[config.mk]
export PLATFORM = sky130hd
export DESIGN_NAME = hwm_status_fan_regs
export DESIGN_NICKNAME = d
export VERILOG_FILES = /design/src/hwm_status_fan_regs.v
export VERILOG_INCLUDE_DIRS = /design/src
export SDC_FILE = /design/constraint.sdc
export NUM_CORES = 1
export LEC_CHECK = 0
export BUFFER_PORTS_ARGS = -buffer_cell sky130_fd_sc_hd__buf_2
export CELL_PAD_IN_SITES_DETAIL_PLACEMENT = 0
export CELL_PAD_IN_SITES_GLOBAL_PLACEMENT = 1
export CORE_ASPECT_RATIO = 2
export CORE_MARGIN = 8
export CORE_UTILIZATION = 46
export CTS_CLUSTER_SIZE = 28
export DETAILED_ROUTE_END_ITERATION = 8
export PLACE_DENSITY = 0.95
export REMOVE_ABC_BUFFERS = 1
export SKIP_LAST_GASP = 1
export SLEW_MARGIN = 5
export SYNTH_ARGS = -nofsm -noshare
export SYNTH_HDL_FRONTEND = slang
export SYNTH_SLANG_ARGS = --single-unit
export TNS_END_PERCENT = 20
[constraint.sdc]
create_clock -name aclk -period 4 [get_ports aclk]
set_clock_uncertainty 0.15 [all_clocks]
set_input_delay 0.8 -clock aclk [delete_from_list [all_inputs] [get_ports aclk]]
set_output_delay 0.8 -clock aclk [all_outputs]
set_load 0.005 [all_outputs]
[src/hwm_consts.vh]
// register offsets, resets and field positions for the monitor register bank
`ifndef HWM_CONSTS_VH
`define HWM_CONSTS_VH
// bank 0 indexes; byte address is {bank, index[6:0], 2'b00}, bank in bits 11:9
`define HWM_BANK_MSB          11
`define HWM_IDX_SYS_FAN_OUT   8'h01
`define HWM_IDX_CPU_FAN_OUT   8'h03
`define HWM_IDX_FAN_CFG_ONE   8'h04
`define HWM_IDX_SYS_TARGET    8'h05
`define HWM_IDX_CPU_TARGET    8'h06
`define HWM_IDX_BAT_CTRL      8'h5D
// bank 2
`define HWM_IDX_AUX_OVT_HIGH  8'h55
`define HWM_IDX_AUX_OVT_LOW   8'h56
// bank 4
`define HWM_IDX_INT_STAT_3    8'h50
`define HWM_IDX_SMI_MASK_3    8'h51
`define HWM_IDX_BEEP_CTRL_3   8'h53
`define HWM_IDX_SYS_OFFSET    8'h54
`define HWM_IDX_CPU_OFFSET    8'h55
`define HWM_IDX_AUX_OFFSET    8'h56
`define HWM_IDX_LIVE_STAT_1   8'h59
`define HWM_IDX_LIVE_STAT_2   8'h5A
`define HWM_IDX_LIVE_STAT_3   8'h5B
// bank 5
`define HWM_IDX_SB_READING    8'h50
`define HWM_IDX_BAT_READING   8'h51
`define HWM_IDX_SB_HIGH       8'h54
`define HWM_IDX_SB_LOW        8'h55
`define HWM_IDX_BAT_HIGH      8'h56
`define HWM_IDX_BAT_LOW       8'h57
// banks
`define HWM_BANK_0            3'h0
`define HWM_BANK_2            3'h2
`define HWM_BANK_4            3'h4
`define HWM_BANK_5            3'h5
// reset values
`define HWM_RST_FAN_OUT       8'hFF
`define HWM_RST_SMI_MASK      8'hFF
`define HWM_RST_AUX_OVT_HIGH  8'h50
`define HWM_RST_ZERO          8'h00
`define HWM_RST_SB_HIGH       8'hFF
`define HWM_RST_BAT_HIGH      8'hFF
// fields
`define HWM_STAT3_AUX_WARN    2
`define HWM_STAT3_BAT         1
`define HWM_STAT3_SB          0
`define HWM_MASK3_WMASK       8'h13
`define HWM_BEEP_FORCE        5
`define HWM_BEEP3_WMASK       8'h23
`define HWM_MODE_MANUAL       2'b00
`define HWM_MODE_THERMAL      2'b01
`define HWM_MODE_SPEED        2'b10
// bus answers
`define HWM_RESP_OKAY         2'b00
`define HWM_RESP_SLVERR       2'b10
`endif

[src/hwm_status_fan_regs.v]
// register bank of the hardware monitor: status, masks, beep, offsets, fan control
//
// Design decision made here: the AXI4-Lite interface to the registers.
`timescale 1ns/1ns
`include "hwm_consts.vh"
module hwm_status_fan_regs #(
  parameter ADDR_W = 12
) (
  // clock and reset
  input  wire              aclk,
  input  wire              aresetn,
  // axi4-lite write address
  input  wire [ADDR_W-1:0] s_axi_awaddr,
  input  wire [2:0]        s_axi_awprot,
  input  wire              s_axi_awvalid,
  output wire              s_axi_awready,
  // axi4-lite write data
  input  wire [31:0]       s_axi_wdata,
  input  wire [3:0]        s_axi_wstrb,
  input  wire              s_axi_wvalid,
  output wire              s_axi_wready,
  // axi4-lite write response
  output reg  [1:0]        s_axi_bresp,
  output reg               s_axi_bvalid,
  input  wire              s_axi_bready,
  // axi4-lite read address
  input  wire [ADDR_W-1:0] s_axi_araddr,
  input  wire [2:0]        s_axi_arprot,
  input  wire              s_axi_arvalid,
  output wire              s_axi_arready,
  // axi4-lite read data
  output reg  [31:0]       s_axi_rdata,
  output reg  [1:0]        s_axi_rresp,
  output reg               s_axi_rvalid,
  input  wire              s_axi_rready,
  // conversion results, valid while sample_strobe is high
  input  wire              sample_strobe,
  input  wire [7:0]        standby_five_volt_value,
  input  wire [7:0]        battery_value,
  input  wire [8:0]        system_temp_input,
  input  wire [8:0]        processor_temp_input,
  input  wire [8:0]        auxiliary_temp_input,
  // hysteresis and over-temperature limits, 9 bits in half degrees
  input  wire [8:0]        system_temp_overlimit,
  input  wire [8:0]        system_temp_hyst,
  input  wire [8:0]        processor_temp_overlimit,
  input  wire [8:0]        processor_temp_hyst,
  input  wire [8:0]        auxiliary_temp_hyst,
  // comparator results from the conversion logic
  input  wire              processor_tach_input,
  input  wire              system_tach_input,
  input  wire              analog_supply_out,
  input  wire              voltage_input_one_out,
  input  wire              voltage_input_zero_out,
  input  wire              core_voltage_out,
  input  wire              voltage_input_two_out,
  // cruise loop warnings and chassis intrusion
  input  wire              processor_fan_warn,
  input  wire              system_fan_warn,
  input  wire              auxiliary_fan_warn,
  input  wire              intrusion_detect,
  // outputs to the fans and the system
  output reg  [3:0]        system_fan_drive,
  output reg  [3:0]        processor_fan_drive,
  output reg  [1:0]        system_fan_mode,
  output reg  [1:0]        processor_fan_mode,
  output reg  [6:0]        system_target_temp,
  output reg  [7:0]        system_target_speed,
  output reg  [6:0]        processor_target_temp,
  output reg  [7:0]        processor_target_speed,
  output reg  [8:0]        auxiliary_overtemp_limit,
  output reg               battery_monitor_enable,
  output reg               beep_out,
  output reg               system_mgmt_interrupt_n
);

  ////////////////////////////////////////////////////////////////////////////
  // registers
  reg [7:0] fan_out_sys, fan_out_cpu, fan_cfg_one, target_sys, target_cpu;
  reg [7:0] bat_ctrl, aux_ovt_high, aux_ovt_low;
  reg [7:0] int_stat3, smi_mask3, beep_ctrl3;
  reg [7:0] sys_offset, cpu_offset, aux_offset;
  reg [7:0] sb_reading, bat_reading, sb_high, sb_low, bat_high, bat_low;
  reg       sys_temp_stat, cpu_temp_stat, aux_temp_stat, intrusion_latched;
  reg       sb_out, bat_out;
  reg [8:0] aux_reading_temp, sys_reading_temp, cpu_reading_temp;
  // add an 8-bit offset to a 9-bit half-degree reading, offset in whole degrees
  function [8:0] add_offset;
    input [8:0] temp;
    input [7:0] offs;
    begin
      add_offset = temp + {offs, 1'b0};
    end
  endfunction
  // hysteretic over-temperature status
  function next_temp_stat;
    input       cur;
    input [8:0] temp;
    input [8:0] over;
    input [8:0] hyst;
    begin
      if (temp > over)
        next_temp_stat = 1'b1;
      else if (temp < hyst)
        next_temp_stat = 1'b0;
      else
        next_temp_stat = cur;
    end
  endfunction
  function out_of_range;
    input [7:0] val;
    input [7:0] hi;
    input [7:0] lo;
    begin
      out_of_range = (val > hi) || (val < lo);
    end
  endfunction

  ////////////////////////////////////////////////////////////////////////////
  // axi4-lite handshake
  reg              aw_held, w_held;
  reg [ADDR_W-1:0] aw_addr;
  reg [31:0]       w_data;
  reg [3:0]        w_strb;
  assign s_axi_awready = !aw_held && !s_axi_bvalid;
  assign s_axi_wready  = !w_held && !s_axi_bvalid;
  assign s_axi_arready = !s_axi_rvalid;

  wire              aw_now = aw_held || s_axi_awvalid;
  wire              w_now  = w_held || s_axi_wvalid;
  wire              do_wr  = aw_now && w_now && !s_axi_bvalid;
  wire [ADDR_W-1:0] wa     = aw_held ? aw_addr : s_axi_awaddr;
  wire [31:0]       wd     = w_held ? w_data : s_axi_wdata;
  wire [3:0]        ws     = w_held ? w_strb : s_axi_wstrb;
  wire [2:0]        wbank  = wa[`HWM_BANK_MSB:`HWM_BANK_MSB-2];
  wire [7:0]        widx   = {1'b0, wa[`HWM_BANK_MSB-3:2]};
  wire              wlane  = ws[0];
  wire [7:0]        wb     = wd[7:0];

  ////////////////////////////////////////////////////////////////////////////
  // write decode
  reg wr_hit;
  always @* begin
    wr_hit = 1'b1;
    if (wbank == `HWM_BANK_0 && widx == `HWM_IDX_SYS_FAN_OUT) wr_hit = 1'b1;
    else if (wbank == `HWM_BANK_0 && widx == `HWM_IDX_CPU_FAN_OUT) wr_hit = 1'b1;
    else if (wbank == `HWM_BANK_0 && widx == `HWM_IDX_FAN_CFG_ONE) wr_hit = 1'b1;
    else if (wbank == `HWM_BANK_0 && widx == `HWM_IDX_SYS_TARGET) wr_hit = 1'b1;
    else if (wbank == `HWM_BANK_0 && widx == `HWM_IDX_CPU_TARGET) wr_hit = 1'b1;
    else if (wbank == `HWM_BANK_0 && widx == `HWM_IDX_BAT_CTRL) wr_hit = 1'b1;
    else if (wbank == `HWM_BANK_2 && widx == `HWM_IDX_AUX_OVT_HIGH) wr_hit = 1'b1;
    else if (wbank == `HWM_BANK_2 && widx == `HWM_IDX_AUX_OVT_LOW) wr_hit = 1'b1;
    else if (wbank == `HWM_BANK_4 && widx == `HWM_IDX_SMI_MASK_3) wr_hit = 1'b1;
    else if (wbank == `HWM_BANK_4 && widx == `HWM_IDX_BEEP_CTRL_3) wr_hit = 1'b1;
    else if (wbank == `HWM_BANK_4 && widx == `HWM_IDX_SYS_OFFSET) wr_hit = 1'b1;
    else if (wbank == `HWM_BANK_4 && widx == `HWM_IDX_CPU_OFFSET) wr_hit = 1'b1;
    else if (wbank == `HWM_BANK_4 && widx == `HWM_IDX_AUX_OFFSET) wr_hit = 1'b1;
    else if (wbank == `HWM_BANK_5 && widx == `HWM_IDX_SB_HIGH) wr_hit = 1'b1;
    else if (wbank == `HWM_BANK_5 && widx == `HWM_IDX_SB_LOW) wr_hit = 1'b1;
    else if (wbank == `HWM_BANK_5 && widx == `HWM_IDX_BAT_HIGH) wr_hit = 1'b1;
    else if (wbank == `HWM_BANK_5 && widx == `HWM_IDX_BAT_LOW) wr_hit = 1'b1;
    else wr_hit = 1'b0;
  end

  wire wr_en = do_wr && wlane;

  always @(posedge aclk) begin
    if (!aresetn) begin
      aw_held      <= 1'b0;
      w_held       <= 1'b0;
      aw_addr      <= {ADDR_W{1'b0}};
      w_data       <= 32'h00000000;
      w_strb       <= 4'h0;
      s_axi_bvalid <= 1'b0;
      s_axi_bresp  <= `HWM_RESP_OKAY;
    end else begin
      if (s_axi_awvalid && s_axi_awready && !do_wr) begin
        aw_held <= 1'b1;
        aw_addr <= s_axi_awaddr;
      end
      if (s_axi_wvalid && s_axi_wready && !do_wr) begin
        w_held <= 1'b1;
        w_data <= s_axi_wdata;
        w_strb <= s_axi_wstrb;
      end
      if (do_wr) begin
        aw_held      <= 1'b0;
        w_held       <= 1'b0;
        s_axi_bvalid <= 1'b1;
        s_axi_bresp  <= wr_hit ? `HWM_RESP_OKAY : `HWM_RESP_SLVERR;
      end else if (s_axi_bvalid && s_axi_bready) begin
        s_axi_bvalid <= 1'b0;
      end
    end
  end

  ////////////////////////////////////////////////////////////////////////////
  // software-written registers
  always @(posedge aclk) begin
    if (!aresetn) begin
      fan_out_sys  <= `HWM_RST_FAN_OUT;
      fan_out_cpu  <= `HWM_RST_FAN_OUT;
      fan_cfg_one  <= `HWM_RST_ZERO;
      target_sys   <= `HWM_RST_ZERO;
      target_cpu   <= `HWM_RST_ZERO;
      bat_ctrl     <= `HWM_RST_ZERO;
      aux_ovt_high <= `HWM_RST_AUX_OVT_HIGH;
      aux_ovt_low  <= `HWM_RST_ZERO;
      smi_mask3    <= `HWM_RST_SMI_MASK;
      beep_ctrl3   <= `HWM_RST_ZERO;
      sys_offset   <= `HWM_RST_ZERO;
      cpu_offset   <= `HWM_RST_ZERO;
      aux_offset   <= `HWM_RST_ZERO;
      sb_high      <= `HWM_RST_SB_HIGH;
      sb_low       <= `HWM_RST_ZERO;
      bat_high     <= `HWM_RST_BAT_HIGH;
      bat_low      <= `HWM_RST_ZERO;
    end else if (wr_en) begin
      if (wbank == `HWM_BANK_0 && widx == `HWM_IDX_SYS_FAN_OUT) fan_out_sys <= wb;
      else if (wbank == `HWM_BANK_0 && widx == `HWM_IDX_CPU_FAN_OUT) fan_out_cpu <= wb;
      else if (wbank == `HWM_BANK_0 && widx == `HWM_IDX_FAN_CFG_ONE) fan_cfg_one <= wb;
      else if (wbank == `HWM_BANK_0 && widx == `HWM_IDX_SYS_TARGET) target_sys <= wb;
      else if (wbank == `HWM_BANK_0 && widx == `HWM_IDX_CPU_TARGET) target_cpu <= wb;
      else if (wbank == `HWM_BANK_0 && widx == `HWM_IDX_BAT_CTRL) bat_ctrl <= wb;
      else if (wbank == `HWM_BANK_2 && widx == `HWM_IDX_AUX_OVT_HIGH) aux_ovt_high <= wb;
      else if (wbank == `HWM_BANK_2 && widx == `HWM_IDX_AUX_OVT_LOW)
        aux_ovt_low <= {wb[7], 7'h00};
      else if (wbank == `HWM_BANK_4 && widx == `HWM_IDX_SMI_MASK_3)
        smi_mask3 <= (wb & `HWM_MASK3_WMASK) | ~`HWM_MASK3_WMASK;
      else if (wbank == `HWM_BANK_4 && widx == `HWM_IDX_BEEP_CTRL_3)
        beep_ctrl3 <= wb & `HWM_BEEP3_WMASK;
      else if (wbank == `HWM_BANK_4 && widx == `HWM_IDX_SYS_OFFSET) sys_offset <= wb;
      else if (wbank == `HWM_BANK_4 && widx == `HWM_IDX_CPU_OFFSET) cpu_offset <= wb;
      else if (wbank == `HWM_BANK_4 && widx == `HWM_IDX_AUX_OFFSET) aux_offset <= wb;
      else if (wbank == `HWM_BANK_5 && widx == `HWM_IDX_SB_HIGH) sb_high <= wb;
      else if (wbank == `HWM_BANK_5 && widx == `HWM_IDX_SB_LOW) sb_low <= wb;
      else if (wbank == `HWM_BANK_5 && widx == `HWM_IDX_BAT_HIGH) bat_high <= wb;
      else if (wbank == `HWM_BANK_5 && widx == `HWM_IDX_BAT_LOW) bat_low <= wb;
    end
  end

  ////////////////////////////////////////////////////////////////////////////
  // monitored values and status
  wire sb_viol  = out_of_range(sb_reading, sb_high, sb_low);
  wire bat_viol = bat_ctrl[0] && out_of_range(bat_reading, bat_high, bat_low);

  always @(posedge aclk) begin
    if (!aresetn) begin
      sb_reading        <= `HWM_RST_ZERO;
      bat_reading       <= `HWM_RST_ZERO;
      sys_temp_stat     <= 1'b0;
      cpu_temp_stat     <= 1'b0;
      aux_temp_stat     <= 1'b0;
      aux_reading_temp  <= 9'h000;
      sys_reading_temp  <= 9'h000;
      cpu_reading_temp  <= 9'h000;
      intrusion_latched <= 1'b0;
      sb_out            <= 1'b0;
      bat_out           <= 1'b0;
      int_stat3         <= `HWM_RST_ZERO;
    end else begin
      if (sample_strobe) begin
        sb_reading       <= standby_five_volt_value;
        aux_reading_temp <= auxiliary_temp_input;
        sys_reading_temp <= system_temp_input;
        cpu_reading_temp <= processor_temp_input;
        if (bat_ctrl[0])
          bat_reading <= battery_value;
        sys_temp_stat <= next_temp_stat(sys_temp_stat, system_temp_input,
                                        system_temp_overlimit, system_temp_hyst);
        cpu_temp_stat <= next_temp_stat(cpu_temp_stat, processor_temp_input,
                                        processor_temp_overlimit, processor_temp_hyst);
        aux_temp_stat <= next_temp_stat(aux_temp_stat, auxiliary_temp_input,
                                        auxiliary_overtemp_limit, auxiliary_temp_hyst);
      end
      if (intrusion_detect)
        intrusion_latched <= 1'b1;
      sb_out  <= sb_viol;
      bat_out <= bat_viol;
      // sticky events; no software clear is defined, reset clears them
      if (auxiliary_fan_warn)
        int_stat3[`HWM_STAT3_AUX_WARN] <= 1'b1;
      if (bat_viol)
        int_stat3[`HWM_STAT3_BAT] <= 1'b1;
      if (sb_viol)
        int_stat3[`HWM_STAT3_SB] <= 1'b1;
    end
  end

  wire [7:0] live1 = {processor_tach_input, system_tach_input,
                      cpu_temp_stat, sys_temp_stat,
                      analog_supply_out, voltage_input_one_out,
                      voltage_input_zero_out, core_voltage_out};
  wire [7:0] live2 = {processor_fan_warn, system_fan_warn,
                      aux_temp_stat, intrusion_latched,
                      processor_tach_input, 2'b00, voltage_input_two_out};
  wire [7:0] live3 = {5'b00000, auxiliary_fan_warn, bat_out, sb_out};

  wire [8:0] sys_temp_read = add_offset(sys_reading_temp, sys_offset);
  wire [8:0] cpu_temp_read = add_offset(cpu_reading_temp, cpu_offset);
  wire [8:0] aux_temp_read = add_offset(aux_reading_temp, aux_offset);

  ////////////////////////////////////////////////////////////////////////////
  // outputs to fans, beep and interrupt
  always @(posedge aclk) begin
    if (!aresetn) begin
      system_fan_drive         <= 4'hF;
      processor_fan_drive      <= 4'hF;
      system_fan_mode          <= `HWM_MODE_MANUAL;
      processor_fan_mode       <= `HWM_MODE_MANUAL;
      system_target_temp       <= 7'h00;
      system_target_speed      <= 8'h00;
      processor_target_temp    <= 7'h00;
      processor_target_speed   <= 8'h00;
      auxiliary_overtemp_limit <= {`HWM_RST_AUX_OVT_HIGH, 1'b0};
      battery_monitor_enable   <= 1'b0;
      beep_out                 <= 1'b0;
      system_mgmt_interrupt_n  <= 1'b1;
    end else begin
      system_fan_drive    <= fan_out_sys[7:4];
      processor_fan_drive <= fan_out_cpu[7:4];
      // reserved code 11 falls back to manual
      processor_fan_mode  <= (fan_cfg_one[5:4] == 2'b11) ?
                             `HWM_MODE_MANUAL : fan_cfg_one[5:4];
      system_fan_mode     <= (fan_cfg_one[3:2] == 2'b11) ?
                             `HWM_MODE_MANUAL : fan_cfg_one[3:2];
      system_target_temp     <= target_sys[6:0];
      system_target_speed    <= target_sys;
      processor_target_temp  <= target_cpu[6:0];
      processor_target_speed <= target_cpu;
      auxiliary_overtemp_limit <= {aux_ovt_high, aux_ovt_low[7]};
      battery_monitor_enable <= bat_ctrl[0];
      beep_out <= beep_ctrl3[`HWM_BEEP_FORCE] ||
                  (beep_ctrl3[1] && bat_out) ||
                  (beep_ctrl3[0] && sb_out);
      system_mgmt_interrupt_n <= ~|(int_stat3[2:0] & ~{smi_mask3[4], smi_mask3[1:0]});
    end
  end

  ////////////////////////////////////////////////////////////////////////////
  // read path
  wire [2:0] rbank = s_axi_araddr[`HWM_BANK_MSB:`HWM_BANK_MSB-2];
  wire [7:0] ridx  = {1'b0, s_axi_araddr[`HWM_BANK_MSB-3:2]};
  reg  [7:0] rd_val;
  reg        rd_hit;
  always @* begin
    rd_hit = 1'b1;
    rd_val = 8'h00;
    if (rbank == `HWM_BANK_0 && ridx == `HWM_IDX_SYS_FAN_OUT) rd_val = fan_out_sys;
    else if (rbank == `HWM_BANK_0 && ridx == `HWM_IDX_CPU_FAN_OUT) rd_val = fan_out_cpu;
    else if (rbank == `HWM_BANK_0 && ridx == `HWM_IDX_FAN_CFG_ONE) rd_val = fan_cfg_one;
    else if (rbank == `HWM_BANK_0 && ridx == `HWM_IDX_SYS_TARGET) rd_val = target_sys;
    else if (rbank == `HWM_BANK_0 && ridx == `HWM_IDX_CPU_TARGET) rd_val = target_cpu;
    else if (rbank == `HWM_BANK_0 && ridx == `HWM_IDX_BAT_CTRL) rd_val = bat_ctrl;
    else if (rbank == `HWM_BANK_2 && ridx == `HWM_IDX_AUX_OVT_HIGH) rd_val = aux_ovt_high;
    else if (rbank == `HWM_BANK_2 && ridx == `HWM_IDX_AUX_OVT_LOW) rd_val = aux_ovt_low;
    else if (rbank == `HWM_BANK_4 && ridx == `HWM_IDX_INT_STAT_3) rd_val = int_stat3;
    else if (rbank == `HWM_BANK_4 && ridx == `HWM_IDX_SMI_MASK_3) rd_val = smi_mask3;
    else if (rbank == `HWM_BANK_4 && ridx == `HWM_IDX_BEEP_CTRL_3) rd_val = beep_ctrl3;
    else if (rbank == `HWM_BANK_4 && ridx == `HWM_IDX_SYS_OFFSET) rd_val = sys_offset;
    else if (rbank == `HWM_BANK_4 && ridx == `HWM_IDX_CPU_OFFSET) rd_val = cpu_offset;
    else if (rbank == `HWM_BANK_4 && ridx == `HWM_IDX_AUX_OFFSET) rd_val = aux_offset;
    else if (rbank == `HWM_BANK_4 && ridx == `HWM_IDX_LIVE_STAT_1) rd_val = live1;
    else if (rbank == `HWM_BANK_4 && ridx == `HWM_IDX_LIVE_STAT_2) rd_val = live2;
    else if (rbank == `HWM_BANK_4 && ridx == `HWM_IDX_LIVE_STAT_3) rd_val = live3;
    else if (rbank == `HWM_BANK_5 && ridx == `HWM_IDX_SB_READING) rd_val = sb_reading;
    else if (rbank == `HWM_BANK_5 && ridx == `HWM_IDX_BAT_READING) rd_val = bat_reading;
    else if (rbank == `HWM_BANK_5 && ridx == `HWM_IDX_SB_HIGH) rd_val = sb_high;
    else if (rbank == `HWM_BANK_5 && ridx == `HWM_IDX_SB_LOW) rd_val = sb_low;
    else if (rbank == `HWM_BANK_5 && ridx == `HWM_IDX_BAT_HIGH) rd_val = bat_high;
    else if (rbank == `HWM_BANK_5 && ridx == `HWM_IDX_BAT_LOW) rd_val = bat_low;
    else rd_hit = 1'b0;
  end

  // offset temperature readings sit in bank 6 (high byte, low byte) per channel
  reg [7:0] temp_val;
  reg       temp_hit;
  always @* begin
    temp_hit = 1'b1;
    temp_val = 8'h00;
    if (rbank == 3'h6 && ridx == 8'h00) temp_val = sys_temp_read[8:1];
    else if (rbank == 3'h6 && ridx == 8'h01) temp_val = {sys_temp_read[0], 7'h00};
    else if (rbank == 3'h6 && ridx == 8'h02) temp_val = cpu_temp_read[8:1];
    else if (rbank == 3'h6 && ridx == 8'h03) temp_val = {cpu_temp_read[0], 7'h00};
    else if (rbank == 3'h6 && ridx == 8'h04) temp_val = aux_temp_read[8:1];
    else if (rbank == 3'h6 && ridx == 8'h05) temp_val = {aux_temp_read[0], 7'h00};
    else temp_hit = 1'b0;
  end

  always @(posedge aclk) begin
    if (!aresetn) begin
      s_axi_rvalid <= 1'b0;
      s_axi_rdata  <= 32'h00000000;
      s_axi_rresp  <= `HWM_RESP_OKAY;
    end else if (s_axi_arvalid && s_axi_arready) begin
      s_axi_rvalid <= 1'b1;
      s_axi_rdata  <= {24'h000000, rd_val | temp_val};
      s_axi_rresp  <= (rd_hit || temp_hit) ? `HWM_RESP_OKAY : `HWM_RESP_SLVERR;
    end else if (s_axi_rvalid && s_axi_rready) begin
      s_axi_rvalid <= 1'b0;
    end
  end
endmodule // hwm_status_fan_regs

==> flow_metrics.tcl <==
set metrics [dict create \
    crit_slowest_cell "dfxtp_1" \
    syn_to_final_growth_pct 15.6 \
    synthArstFlopShare_pct 0 \
    yosysSeqAreaShare_pct 34.2 \
    cts_tree "done" \
    ys_ff_latch 244 \
    cts_buffers 23 \
    rsz0062_at_grt "false" \
    path_cells "mux2_2, o21ai_2, o311ai_1, or3_1, nor2_2, nand2_1, o211a_1" \
    cap_violations 0 \
    clk_latency_ps 540 \
    seq_area_um2 4880 \
    clockBufferDepth 3 \
    routedWlPerCell_um 23.4 \
    cp-start-kind "register" \
    max_stage_delay_ps 730 \
    ctsRootBufferMaster "clkbuf_16" \
    worstMarginPinSlew_ps 1210 \
    coreArea_um2 30700 \
    irDropWorstVdd_v 0.000277 \
    die_area_um2 37300 \
    finalSetupViolations 0 \
    stdcell_count 2221 \
    synth_cell_type_count 84 \
    p_sw_mw 1.47 \
    synth_cells 1636 \
    internal-power_mw 4.04 \
    die_x_um 141 \
    cts_resized 0 \
    io_buffer_count 204 \
    clk_pin_slew_worst_paths_ps 70 \
    synth.largest_area_cell "dfxtp_1" \
    dp_cells 2178 \
    seq_power_share_pct 45.9 \
    max_freq_mhz 322 \
    finalHoldViolCount 0 \
    vias_per_cell 5.80 \
    grt_pass1_vias 13400 \
    worst-endpoint-required_ps 4280 \
    final_antenna_net_count 0 \
    start_util_pct 46.5 \
    crit_arrival_ps 3380 \
    overflow 0 \
    grt_pass1_wl_um 77800 \
    fill_cells 2919 \
    multi_input_area_um2 8470 \
    die_height_um 265 \
    grt_max_degree 99 \
    critPathMaxFanout 20 \
    fin_nets 2109 \
    period_share_pct 77.6 \
    netlist_area_um2 14300 \
    slew_viol_final 0 \
    clkSinkCount 244 \
    gp_congestion 1.00 \
    p_leak_nw 8.03 \
    placed_area_um2 15800 \
    drive_gt1_share_pct 19.7 \
    drtPass1Iterations 7 \
    slew-limit-headroom_pct 17.7 \
    num_vias 12900 \
    htree_levels 1 \
    rows 91 \
    antenna_found_initial 3 \
    cts_setup_buffers 0 \
    worstSetupEndpointType "register" \
    fin_area_um2 16500 \
    grtUsageTotal_pct 27.4 \
    drc 0 \
    holdBufCountCts 0 \
    pwr-share-clk_pct 40.9 \
    switching_share_pct 26.6 \
    hp-class "input port to register" \
    hold_depth 2 \
    tns_ps 0 \
    synthTopCellsByArea "dfxtp_1 (34%), ha_1 (8.9%), mux2i_1 (6.6%)" \
    r2r_cells 7 \
    power.density_nw_per_um2 333 \
    detail_route.iter0.violations 812 \
    io_pins 268 \
    synth.avg_cell_area_um2 8.74 \
    dominantRegCellSynth "dfxtp_1" \
    dp_hpwl_um 41500 \
    combPwrFrac_pct 13.2 \
    wl_um 51900 \
    period_minus_slack_ps 3100 \
    outcome "complete, no violations" \
    synth_top_area_share_pct 34.2 \
    worstSetupPathType "register to register" \
    fin_hold_ws_ps 327 \
    ys_warn_count 0 \
    synth_edf_count 0 \
]
## metal layers
metal | vias to the layer above | part of all wire, % | track usage (%)
met5 | - | 0 | 0
met4 | 0 | 7.9 | 20.1
met3 | 162 | 5.0 | 3.39
met2 | 447 | 52 | 51.3
met1 | 6133 | 35 | 26.9
li1 | 6147 | - | -
## synthesized netlist by cell type, drive strengths merged (8+ instances only)
library cell and instances:
dfxtp 244, nand2 162, inv 104, ha 102
nor2b 101, mux2i 94, o21ai 77, nor2 72
a21oi 67, buf 64, clkbuf 62, o211a 58
nor3 38, nand3 37, and2 29, nand2b 27
o22ai 21, o21a 20, o211ai 16, xnor2 15
a21o 14, a22oi 14, mux2 12, nor4 12
or3 12, a211oi 10, a21boi 9, a31oi 9
and3 9, nand4 9, nor3b 9, a221oi 8
a222oi 8
## placed cells by master (no fill, tap or decap), types with 15 or more instances in the layout
master	netlist	final
conb_1	1	26
nand2_1	160	160
nor2_1	66	66
nand2b_1	27	27
nor3_1	36	36
xnor2_1	15	15
mux2i_1	94	86
o211a_1	58	58
ha_1	102	102
buf_4	42	65
o21a_1	20	20
o21ai_0	76	76
inv_1	104	104
nor2b_1	101	101
dfxtp_1	244	244
o22ai_1	21	21
buf_2	16	203
nand3_1	37	37
o211ai_1	16	16
a21oi_1	67	67
clkbuf_16	0	23
and2_1	29	29
## through the flow
stage / setup slack, ps / total power [mW] / util (%)
after floorplan: 716 / 2.93 / -
after global placement: 473 / 3.29 / 51.3
after detailed placement: 495 / 3.31 / 51.3
after CTS: 917 / 5.54 / 53.8
after global routing: 577 / 5.69 / 53.8
final: 897 / 5.51 / 53.8
## layout make-up
class,count,area share [%]
multi-input combinational,1187,51.2
sequential,244,29.5
timing repair buffer,271,9.41
clock buffer,28,3.84
tap,372,2.81
inverter,104,2.36
clock inverter,12,0.772
antenna,3,0.0454
## power by group through the flow
stage	sequential (mW)	combinational (mW)	clock, mW
3_3_place_gp	2.58	0.707	0
4_1_cts	2.53	0.726	2.29
5_1_grt	2.53	0.792	2.37
3_5_place_dp	2.58	0.723	0
2_1_floorplan	2.57	0.361	0
6_report	2.53	0.727	2.25
## critical path, delay by kind of cell (launching register included)
kind	cells	cell delay, ps
and+or+nand+nor	3	1230
AOI/OAI and AO/OA	3	450
DFF	1	730
muxes	1	420
## cell families (layout without fill, tap and decap cells)
family,count (synthesis),after routing,share of synthesized area (%)
buffers and inverters,230,415,7.52
xor gates and xnor gates,19,19,1.16
and+or+nand+nor,542,542,20.3
adders and majority gates,105,105,9.35
muxes,111,111,8.31
other,1,29,0.0262
AOI/OAI and AO/OA,384,384,19.2
DFF,244,244,34.2
## path summary, 6_finish.rpt
| path | from | end | slack [ps] |
|---|---|---|---|
| setup / recovery | aw_held | sb_low[0] | 900 |
| hold reg to reg | int_stat3[1] | int_stat3[1] | 330 |
| hold / removal | intrusion_detect | intrusion_latched | 330 |
| setup reg to reg | aw_held | sb_low[0] | 900 |
## sequential cells by signal (all words and copies together), names as in the netlist, 9 cells and up
signal and flops:
auxiliary_overtemp_limit 9, aux_reading_temp 9, aw_addr 10, cpu_reading_temp 9
sys_reading_temp 9
(Power assumes the default switching activity.)
